--- src/design/rpc_pkg.sv ---
// constants for the reset and low-power controller
// assumes a 50 MHz system clock and a 32-bit AHB-Lite register bus
`default_nettype none

package rpc_pkg;

    // ----------------------------------------
    // register byte offsets
    // ----------------------------------------
    localparam logic [7:0] ADDR_OPT = 8'h00;
    localparam logic [7:0] ADDR_PWR = 8'h04;
    localparam logic [7:0] ADDR_SMR = 8'h08;
    localparam logic [7:0] ADDR_DBG = 8'h0c;
    localparam logic [7:0] ADDR_STAT = 8'h10;

    // ----------------------------------------
    // option register fields
    // ----------------------------------------
    localparam int OPT_W = 7;
    localparam int OPT_WATCHDOG_RESET_SELECT_OPTION = 0;
    localparam int OPT_XTAL = 1;
    localparam int OPT_BO_STOP = 2;
    localparam int OPT_EXT_RST = 3;
    localparam int OPT_WDT_OSC = 4;
    localparam int OPT_WDT_EN = 5;
    localparam int OPT_BO_EN = 6;
    localparam logic [OPT_W-1:0] OPT_RST = 7'h78;

    // ----------------------------------------
    // power and status fields
    // ----------------------------------------
    localparam int PWR_LPAMP = 31;
    localparam int DBG_RST_BIT = 0;
    localparam int ST_MODE_LSB = 0;
    localparam int ST_CAUSE_LSB = 4;
    localparam int ST_LVD = 12;
    localparam int CAUSE_W = 6;
    localparam int C_POR = 0;
    localparam int C_BO = 1;
    localparam int C_WDT = 2;
    localparam int C_EXT = 3;
    localparam int C_DBG = 4;
    localparam int C_SMR = 5;

    // ----------------------------------------
    // timing
    // ----------------------------------------
    localparam int CLK_MHZ = 50;
    localparam int RST_BASE_NS = 1000;
    localparam int XTAL_EXTRA_NS = 5000;
    localparam int OSC_STAB_NS = 2000;
    localparam int CNT_W = 9;
    localparam logic [CNT_W-1:0] RST_BASE_CYC = CNT_W'((RST_BASE_NS * CLK_MHZ + 999) / 1000);
    localparam logic [CNT_W-1:0] XTAL_CYC = CNT_W'((XTAL_EXTRA_NS * CLK_MHZ + 999) / 1000);
    localparam logic [CNT_W-1:0] OSC_STAB_CYC = CNT_W'((OSC_STAB_NS * CLK_MHZ + 999) / 1000);

    // ----------------------------------------
    // modes and states
    // ----------------------------------------
    localparam logic [1:0] MODE_ACTIVE = 2'h0;
    localparam logic [1:0] MODE_HALT = 2'h1;
    localparam logic [1:0] MODE_STOP = 2'h2;
    localparam logic [1:0] MODE_RESET = 2'h3;

    typedef enum logic [2:0] {S_RESET, S_ACTIVE, S_HALT, S_STOP, S_WAKE} state_t;

endpackage

`default_nettype wire

--- src/design/rst_pwr_ctrl.sv ---
// reset, stop-recovery and low-power mode controller
// assumes synchronous inputs from core, watchdog, supply monitors and port pins
// Function
// - power-on or brown-out event forces full device reset
// - watchdog time-out resets only when reset-select option is set
// - external reset pin resets only when its alternate function is enabled
// - writing one to debugger control bit zero resets the device
// - in stop, watchdog time-out or enabled pin transition starts recovery; with reset-select set a time-out resets instead
// - brown-out forces reset; low-threshold crossing raises an interrupt
// - stop recovery is handled as a reset type
// - reset lasts longer when crystal oscillator option is enabled
// - stop powers down all but brown-out, amplifier and watchdog
// - stop halts crystal and precision oscillators, releases crystal pins
// - in stop, system clock, cpu and program counter all stop
// - in stop, watchdog oscillator and counter run if enabled
// - brown-out circuit runs in stop only if its option allows
// - in stop, amplifier runs if enabled; other peripherals idle
// - halt instruction stops only the cpu; peripherals stay active
// - in halt, oscillator and clock run, cpu and counter stop
// - halt exits on interrupt, watchdog time-out or any reset
// - each power-control bit gates its peripheral's clock
// - active mode is neither stop nor halt; peripherals may be off
//
// Decided for this implementation: the address map and the AHB-Lite interface to the registers.
`default_nettype none

module rst_pwr_ctrl #(
    parameter int N_PERIPH = 8,
    parameter int N_WAKE = 8
) (
    input wire logic ref_clk_i,
    input wire logic rst_i,
    input wire logic hsel_i,
    input wire logic [31:0] haddr_i,
    input wire logic [1:0] htrans_i,
    input wire logic hwrite_i,
    input wire logic [2:0] hsize_i,
    input wire logic [31:0] hwdata_i,
    input wire logic hready_i,
    output logic hreadyout_o,
    output logic hresp_o,
    output logic [31:0] hrdata_o,
    input wire logic por_i,
    input wire logic supply_brownout_detect_i,
    input wire logic lvd_below_thr_i,
    input wire logic watchdog_timeout_i,
    input wire logic ext_reset_pin_i,
    input wire logic stop_instr_i,
    input wire logic halt_instr_i,
    input wire logic irq_pending_i,
    input wire logic [N_WAKE-1:0] wake_pins_i,
    output logic sys_reset_o,
    output logic stop_recovery_o,
    output logic sys_clk_en_o,
    output logic cpu_run_o,
    output logic xtal_osc_en_o,
    output logic ipo_en_o,
    output logic xtal_pins_en_o,
    output logic port_a_gpio_o,
    output logic wdt_osc_en_o,
    output logic wdt_run_o,
    output logic brownout_en_o,
    output logic lpamp_en_o,
    output logic [N_PERIPH-1:0] periph_clk_en_o,
    output logic lvd_irq_o,
    output logic [1:0] mode_o
);

    // ----------------------------------------
    // parameter checks
    // ----------------------------------------
    if (N_PERIPH < 1 || N_PERIPH > 31) begin : g_bad_periph
        $error("N_PERIPH must be 1 to 31");
    end
    if (N_WAKE < 1 || N_WAKE > 32) begin : g_bad_wake
        $error("N_WAKE must be 1 to 32");
    end

    // ----------------------------------------
    // state
    // ----------------------------------------
    typedef struct packed {
        rpc_pkg::state_t st;
        logic [rpc_pkg::CNT_W-1:0] cnt;
        logic [N_WAKE-1:0] pins_prev;
        logic [rpc_pkg::OPT_W-1:0] opt;
        logic [N_PERIPH-1:0] pdn;
        logic lpamp;
        logic [N_WAKE-1:0] smr_en;
        logic [rpc_pkg::CAUSE_W-1:0] cause;
        logic lvd;
        logic smr_pulse;
        logic wr_pend;
        logic [7:0] wr_addr;
        logic [31:0] rdata;
    } regs_t;

    regs_t r;
    regs_t r_nxt;

    // address decode: 0..4 mapped, 7 unmapped
    function automatic logic [2:0] reg_index(input logic [7:0] a);
        case (a)
            rpc_pkg::ADDR_OPT: reg_index = 3'h0;
            rpc_pkg::ADDR_PWR: reg_index = 3'h1;
            rpc_pkg::ADDR_SMR: reg_index = 3'h2;
            rpc_pkg::ADDR_DBG: reg_index = 3'h3;
            rpc_pkg::ADDR_STAT: reg_index = 3'h4;
            default: reg_index = 3'h7;
        endcase
    endfunction

    // mode code seen by software and pins
    function automatic logic [1:0] mode_of(input rpc_pkg::state_t s);
        case (s)
            rpc_pkg::S_RESET: mode_of = rpc_pkg::MODE_RESET;
            rpc_pkg::S_HALT: mode_of = rpc_pkg::MODE_HALT;
            rpc_pkg::S_STOP: mode_of = rpc_pkg::MODE_STOP;
            rpc_pkg::S_WAKE: mode_of = rpc_pkg::MODE_STOP;
            default: mode_of = rpc_pkg::MODE_ACTIVE;
        endcase
    endfunction

    // ----------------------------------------
    // event qualification
    // ----------------------------------------
    logic stopped;
    logic wdt_live;
    logic bo_live;
    logic wdt_to;
    logic dbg_hit;
    logic wake;
    logic [rpc_pkg::CAUSE_W-1:0] src;
    logic [rpc_pkg::CNT_W-1:0] rst_len;

    assign stopped = (r.st == rpc_pkg::S_STOP) || (r.st == rpc_pkg::S_WAKE);
    // watchdog counts only with its own oscillator enabled
    assign wdt_live = r.opt[rpc_pkg::OPT_WDT_EN] & r.opt[rpc_pkg::OPT_WDT_OSC];
    assign wdt_to = watchdog_timeout_i & wdt_live;
    // brown-out monitor may be kept off in stop
    assign bo_live = r.opt[rpc_pkg::OPT_BO_EN]
                     & (!stopped | r.opt[rpc_pkg::OPT_BO_STOP]);
    assign dbg_hit = r.wr_pend && reg_index(r.wr_addr) == 3'h3
                     && hwdata_i[rpc_pkg::DBG_RST_BIT];
    // any change on an enabled wake pin
    assign wake = |((wake_pins_i ^ r.pins_prev) & r.smr_en);

    // reset sources, one bit per cause
    always_comb begin
        src = '0;
        src[rpc_pkg::C_POR] = por_i;
        src[rpc_pkg::C_BO] = supply_brownout_detect_i & bo_live;
        src[rpc_pkg::C_WDT] = wdt_to & r.opt[rpc_pkg::OPT_WATCHDOG_RESET_SELECT_OPTION];
        src[rpc_pkg::C_EXT] = ext_reset_pin_i & r.opt[rpc_pkg::OPT_EXT_RST];
        src[rpc_pkg::C_DBG] = dbg_hit;
    end

    // stretched reset when the crystal needs start-up time
    assign rst_len = r.opt[rpc_pkg::OPT_XTAL]
                     ? rpc_pkg::RST_BASE_CYC + rpc_pkg::XTAL_CYC - 1'b1
                     : rpc_pkg::RST_BASE_CYC - 1'b1;

    // ----------------------------------------
    // next state
    // ----------------------------------------
    always_comb begin
        logic [31:0] rd;
        rd = '0;
        r_nxt = r;
        r_nxt.smr_pulse = 1'b0;
        r_nxt.pins_prev = wake_pins_i;
        r_nxt.lvd = lvd_below_thr_i;
        // register writes in the data phase
        if (r.wr_pend) begin
            case (reg_index(r.wr_addr))
                3'h0: r_nxt.opt = hwdata_i[rpc_pkg::OPT_W-1:0];
                3'h1: begin
                    r_nxt.pdn = hwdata_i[N_PERIPH-1:0];
                    r_nxt.lpamp = hwdata_i[rpc_pkg::PWR_LPAMP];
                end
                3'h2: r_nxt.smr_en = hwdata_i[N_WAKE-1:0];
                default: ;
            endcase
        end
        // address phase capture; hsize is not checked, so every access is taken as a word
        if (hready_i) begin
            r_nxt.wr_pend = hsel_i & htrans_i[1] & hwrite_i;
            r_nxt.wr_addr = haddr_i[7:0];
            if (hsel_i & htrans_i[1] & !hwrite_i) begin
                case (reg_index(haddr_i[7:0]))
                    3'h0: rd[rpc_pkg::OPT_W-1:0] = r.opt;
                    3'h1: begin
                        rd[N_PERIPH-1:0] = r.pdn;
                        rd[rpc_pkg::PWR_LPAMP] = r.lpamp;
                    end
                    3'h2: rd[N_WAKE-1:0] = r.smr_en;
                    3'h4: begin
                        rd[rpc_pkg::ST_MODE_LSB +: 2] = mode_of(r.st);
                        rd[rpc_pkg::ST_CAUSE_LSB +: rpc_pkg::CAUSE_W] = r.cause;
                        rd[rpc_pkg::ST_LVD] = r.lvd;
                    end
                    default: rd = '0;
                endcase
                r_nxt.rdata = rd;
            end
        end
        // mode sequencing; any reset source wins
        if (|src) begin
            r_nxt.st = rpc_pkg::S_RESET;
            r_nxt.cnt = rst_len;
            r_nxt.cause = src;
        end else begin
            case (r.st)
                rpc_pkg::S_RESET: begin
                    if (r.cnt == '0) begin
                        r_nxt.st = rpc_pkg::S_ACTIVE;
                    end else begin
                        r_nxt.cnt = r.cnt - 1'b1;
                    end
                end
                rpc_pkg::S_ACTIVE: begin
                    if (stop_instr_i) begin
                        r_nxt.st = rpc_pkg::S_STOP;
                    end else if (halt_instr_i) begin
                        r_nxt.st = rpc_pkg::S_HALT;
                    end
                end
                rpc_pkg::S_HALT: begin
                    if (irq_pending_i | wdt_to) begin
                        r_nxt.st = rpc_pkg::S_ACTIVE;
                    end
                end
                rpc_pkg::S_STOP: begin
                    if (wdt_to | wake) begin
                        r_nxt.st = rpc_pkg::S_WAKE;
                        r_nxt.cnt = r.opt[rpc_pkg::OPT_XTAL]
                                    ? rpc_pkg::OSC_STAB_CYC + rpc_pkg::XTAL_CYC - 1'b1
                                    : rpc_pkg::OSC_STAB_CYC - 1'b1;
                    end
                end
                rpc_pkg::S_WAKE: begin
                    if (r.cnt == '0) begin
                        r_nxt.st = rpc_pkg::S_ACTIVE;
                        r_nxt.smr_pulse = 1'b1;
                        r_nxt.cause = '0;
                        r_nxt.cause[rpc_pkg::C_SMR] = 1'b1;
                    end else begin
                        r_nxt.cnt = r.cnt - 1'b1;
                    end
                end
                default: r_nxt.st = rpc_pkg::S_RESET;
            endcase
        end
    end

    // state register
    always_ff @(posedge ref_clk_i) begin
        if (rst_i) begin
            r <= '{st: rpc_pkg::S_RESET, cnt: rpc_pkg::RST_BASE_CYC - 1'b1,
                   pins_prev: '0, opt: rpc_pkg::OPT_RST, pdn: '0, lpamp: 1'b0,
                   smr_en: '0, cause: rpc_pkg::CAUSE_W'(1), lvd: 1'b0,
                   smr_pulse: 1'b0, wr_pend: 1'b0, wr_addr: '0, rdata: '0};
        end else begin
            r <= r_nxt;
        end
    end

    // ----------------------------------------
    // outputs
    // ----------------------------------------
    assign hreadyout_o = 1'b1;
    assign hresp_o = 1'b0;
    assign hrdata_o = r.rdata;
    assign sys_reset_o = (r.st == rpc_pkg::S_RESET);
    assign stop_recovery_o = r.smr_pulse;
    assign mode_o = mode_of(r.st);
    // clock stops in stop and while oscillators settle
    assign sys_clk_en_o = !stopped;
    assign cpu_run_o = (r.st == rpc_pkg::S_ACTIVE);
    // oscillators and crystal pins
    assign xtal_osc_en_o = r.opt[rpc_pkg::OPT_XTAL] & (r.st != rpc_pkg::S_STOP);
    assign ipo_en_o = (r.st != rpc_pkg::S_STOP);
    assign xtal_pins_en_o = xtal_osc_en_o;
    assign port_a_gpio_o = !xtal_osc_en_o;
    // always-on blocks, each with its own enable
    assign wdt_osc_en_o = r.opt[rpc_pkg::OPT_WDT_OSC];
    assign wdt_run_o = wdt_live;
    assign brownout_en_o = bo_live;
    assign lpamp_en_o = r.lpamp;
    // per-peripheral gating, all idle in stop
    assign periph_clk_en_o = stopped ? '0 : ~r.pdn;
    assign lvd_irq_o = r.lvd;

    // ----------------------------------------
    // checks
    // ----------------------------------------
    localparam int WAKE_MAX = int'(rpc_pkg::OSC_STAB_CYC) + int'(rpc_pkg::XTAL_CYC) + 1;

    // consecutive reset cycles seen at the output
    logic [rpc_pkg::CNT_W:0] rst_run;
    logic opt_xtal_d;
    always_ff @(posedge ref_clk_i) begin
        // a source seen again while in reset reloads the length, so restart the count
        if (rst_i || !sys_reset_o || (|src)) begin
            rst_run <= '0;
        end else begin
            rst_run <= rst_run + 1'b1;
        end
        opt_xtal_d <= r.opt[rpc_pkg::OPT_XTAL];
    end
endmodule

`default_nettype wire

--- config.mk ---
export PLATFORM = sky130hd
export DESIGN_NAME = rst_pwr_ctrl
export DESIGN_NICKNAME = d
export VERILOG_FILES = /design/src/design/rpc_pkg.sv /design/src/design/rst_pwr_ctrl.sv
export SDC_FILE = /design/constraint.sdc
export NUM_CORES = 1
export LEC_CHECK = 0
export BUFFER_PORTS_ARGS = -buffer_cell sky130_fd_sc_hd__buf_2
export CORE_ASPECT_RATIO = 2
export CORE_MARGIN = 5
export CORE_UTILIZATION = 30
export CTS_CLUSTER_SIZE = 8
export DETAILED_ROUTE_END_ITERATION = 6
export SYNTH_ARGS = -nofsm -noshare
export SYNTH_HDL_FRONTEND = slang
export SYNTH_SLANG_ARGS = --single-unit
--- constraint.sdc ---
create_clock -name ref_clk_i -period 3.17 [get_ports ref_clk_i]
set_input_delay 0.317 -clock ref_clk_i [delete_from_list [all_inputs] [get_ports ref_clk_i]]
set_output_delay 0.317 -clock ref_clk_i [all_outputs]
set_load 0.01 [all_outputs]
==> flow_summary.json <==
{
  "ys_warn_count": 0,
  "yosysMostFrequentCell": "dfxtp_1",
  "cts_buffer_depth": 2,
  "setup_viol": 0,
  "grt_pass1_wl_um": 15700,
  "crit_path_end_kind": "flip-flop",
  "rr_worst_depth": 6,
  "hp-class": "in -> reg",
  "clk_pin_slew_ns": 0.06,
  "synth_area_leaders": "dfxtp_1, mux2i_1, buf_4",
  "slew_violations": 0,
  "final_antenna_net_count": 0,
  "port_buffers": 73,
  "clock_latency_ns": 0.34,
  "die_h_um": 165,
  "hold_depth": 2,
  "synth_top_area_share": 0.404,
  "critPathArrivalTime_ns": 2.72,
  "first_iter_violations": 230,
  "fp.dieW_um": 87.6,
  "hp-start": "por_i",
  "h-tree-depth": 3,
  "dp_hpwl_um": 7880,
  "syn-cell-area_sq_um": 3610,
  "critPathKind": "reg -> reg",
  "fmax_mhz": 399,
  "fin_tns_setup_ns": 0,
  "drt-pass1-iter-count": 7,
  "worst_pin_slew_ns": 0.674,
  "die_area_sq_um": 14500,
  "gp_congestion": 0.866,
  "status": "finished, violations left",
  "start_util": 0.307,
  "finalNonFillerCells": 606,
  "crit_fanout": 10,
  "wl_per_cell_um": 16.9,
  "max_slew_margin": 0.549,
  "reg2reg_slack_ns": 0.67,
  "yosys.area.top_type": "dfxtp_1",
  "yosysSeqAreaShare": 0.404,
  "fin_worst_skew_ns": 0.00687,
  "overflow": 0,
  "layout.nets": 547,
  "synth.avg_cell_area_sq_um": 9.01,
  "drive_gt1_frac": 0.236,
  "wl_um": 10200,
  "grt_max_degree": 54,
  "n_antenna_cell": 0,
  "cts.sinks": 73,
  "async_reset_ff_frac": 0,
  "core-area_sq_um": 11800,
  "synth_ff_type": "dfxtp_1",
  "rows": 56,
  "cellPowerDensity_nw_per_um2": 526,
  "cts-root-buf": "clkbuf_16",
  "layout_min_cycle_time_ns": 2.50,
  "hold_viol": 0,
  "syn_inst": 401,
  "globalRouteTotalUtil": 0.143,
  "postCtsSetupBuffers": 0,
  "cts_tree": "done",
  "min_period_over_period": 0.790,
  "dp_cells": 590,
  "cp.required_ns": 3.39,
  "reg2reg_from": "r[91]",
  "start_kind": "flip-flop",
  "cts_resized": 0,
  "vias": 3072,
  "grt_antenna_before_repair": 0,
  "synth_edf_count": 0,
  "numCtsBuffers": 9,
  "reg2reg_to": "r[86]",
  "holdPathEnd": "r[43]",
  "rsz0062_at_grt": "no",
  "irDropWorstVdd_uv": 356,
  "p_leak_nw": 1.80,
  "finalCoreUtilization": 0.363,
  "grt_pass1_vias": 3020,
  "yosys-top-cells-count": "dfxtp_1, nor2_1, buf_4",
  "route.detailed.drc": 1,
  "areaGrowthSynthToFinish_pct": 18.3,
  "ys_seq_elements": 73,
  "synth.distinct_cells": 59,
  "drv_cap": 0,
  "ctsHoldBuffers": 0,
  "violations": "design-rule violations",
  "ios": 147,
  "viasPerCell": 5.07
}
## report_power, final
part	switching (W)	total, W	internal, W
clock	0.000383	0.00117	0.000789
combinational	0.0000767	0.000127	0.0000501
sequential	0.0000128	0.000949	0.000937
## registers in the layout, indices dropped and copies added, names as in the netlist
signal / flops
hrdata_o: 12
lpamp_en_o: 1
lvd_irq_o: 1
r: 57
stop_recovery_o: 1
wdt_osc_en_o: 1
## through the flow
stage          setup slack, ns  cell area, sq um  hold WS [ns]  power, W
2_1_floorplan             1.08              3690         0.411   0.00106
3_3_place_gp             0.660              3930         0.437   0.00109
3_5_place_dp             0.568              3930         0.441   0.00110
4_1_cts                  0.659              4280         0.189   0.00227
5_1_grt                  0.433              4280         0.207   0.00233
6_report                 0.666              4280         0.202   0.00225
## worst max-delay path by stage
stage,startpoint,endpoint,slack (ns),cells after the start
final,r[91],r[86],0.67,6
after global routing,r[91],r[86],0.43,6
after CTS,r[91],r[86],0.66,6
after detailed placement,haddr_i[0],hrdata_o[0],0.57,7
after global placement,haddr_i[0],hrdata_o[1],0.66,7
after floorplan,r[81],r[82],1.08,9
## per-layer routing
layer / wire (um) / vias up / share of wire / track usage
met5: 0 / - / 0 / 0
met4: 252 / 0 / 0.025 / 0.0580
met2: 5580 / 118 / 0.55 / 0.264
met1: 3700 / 1463 / 0.36 / 0.153
met3: 687 / 15 / 0.067 / 0.0323
li1: - / 1476 / - / -
## layout by cell type, fill, tap and decap left out, types with 4 or more instances in the layout
master      n
dfxtp_1    73
buf_2      73
nor2_1     53
mux2i_1    31
a21oi_1    27
nand2_1    24
conb_1     22
nor2b_1    14
xor2_1     10
clkbuf_16   9
a222oi_1    8
nand3_1     7
inv_1       6
a22oi_1     6
a21o_1      6
and2_1      5
o21bai_1    5
a211o_1     5
o21ai_0     5
nor3_1      4
buf_4       4
## worst max-delay path: stages (launching register included)
cell and delay, ns:
dfxtp_1 0.48, and3b_1 0.37, o21bai_1 0.17, a311oi_2 0.57
nand2b_1 0.37, nor4_1 0.35, a21oi_1 0.07
## kinds of logic after synthesis
group	after synthesis	share of synthesized area
other	2	0.00208
muxes	31	0.0858
adders and majority gates	2	0.00623
DFF	73	0.404
AOI/OAI and AO/OA	80	0.155
xor gates and xnor gates	10	0.0242
buffers and inverters	61	0.103
and+or+nand+nor	142	0.219
## final cells by class
cell class	instances	area (sq um)
Clock buffer	11	243
Multi-Input combinational cell	287	1860
Sequential cell	73	1460
Tap cell	145	181
Timing Repair Buffer	77	395
Fill cell	1270	7500
Clock inverter	5	103
Inverter	8	30.0
(Power assumes the default switching activity.)
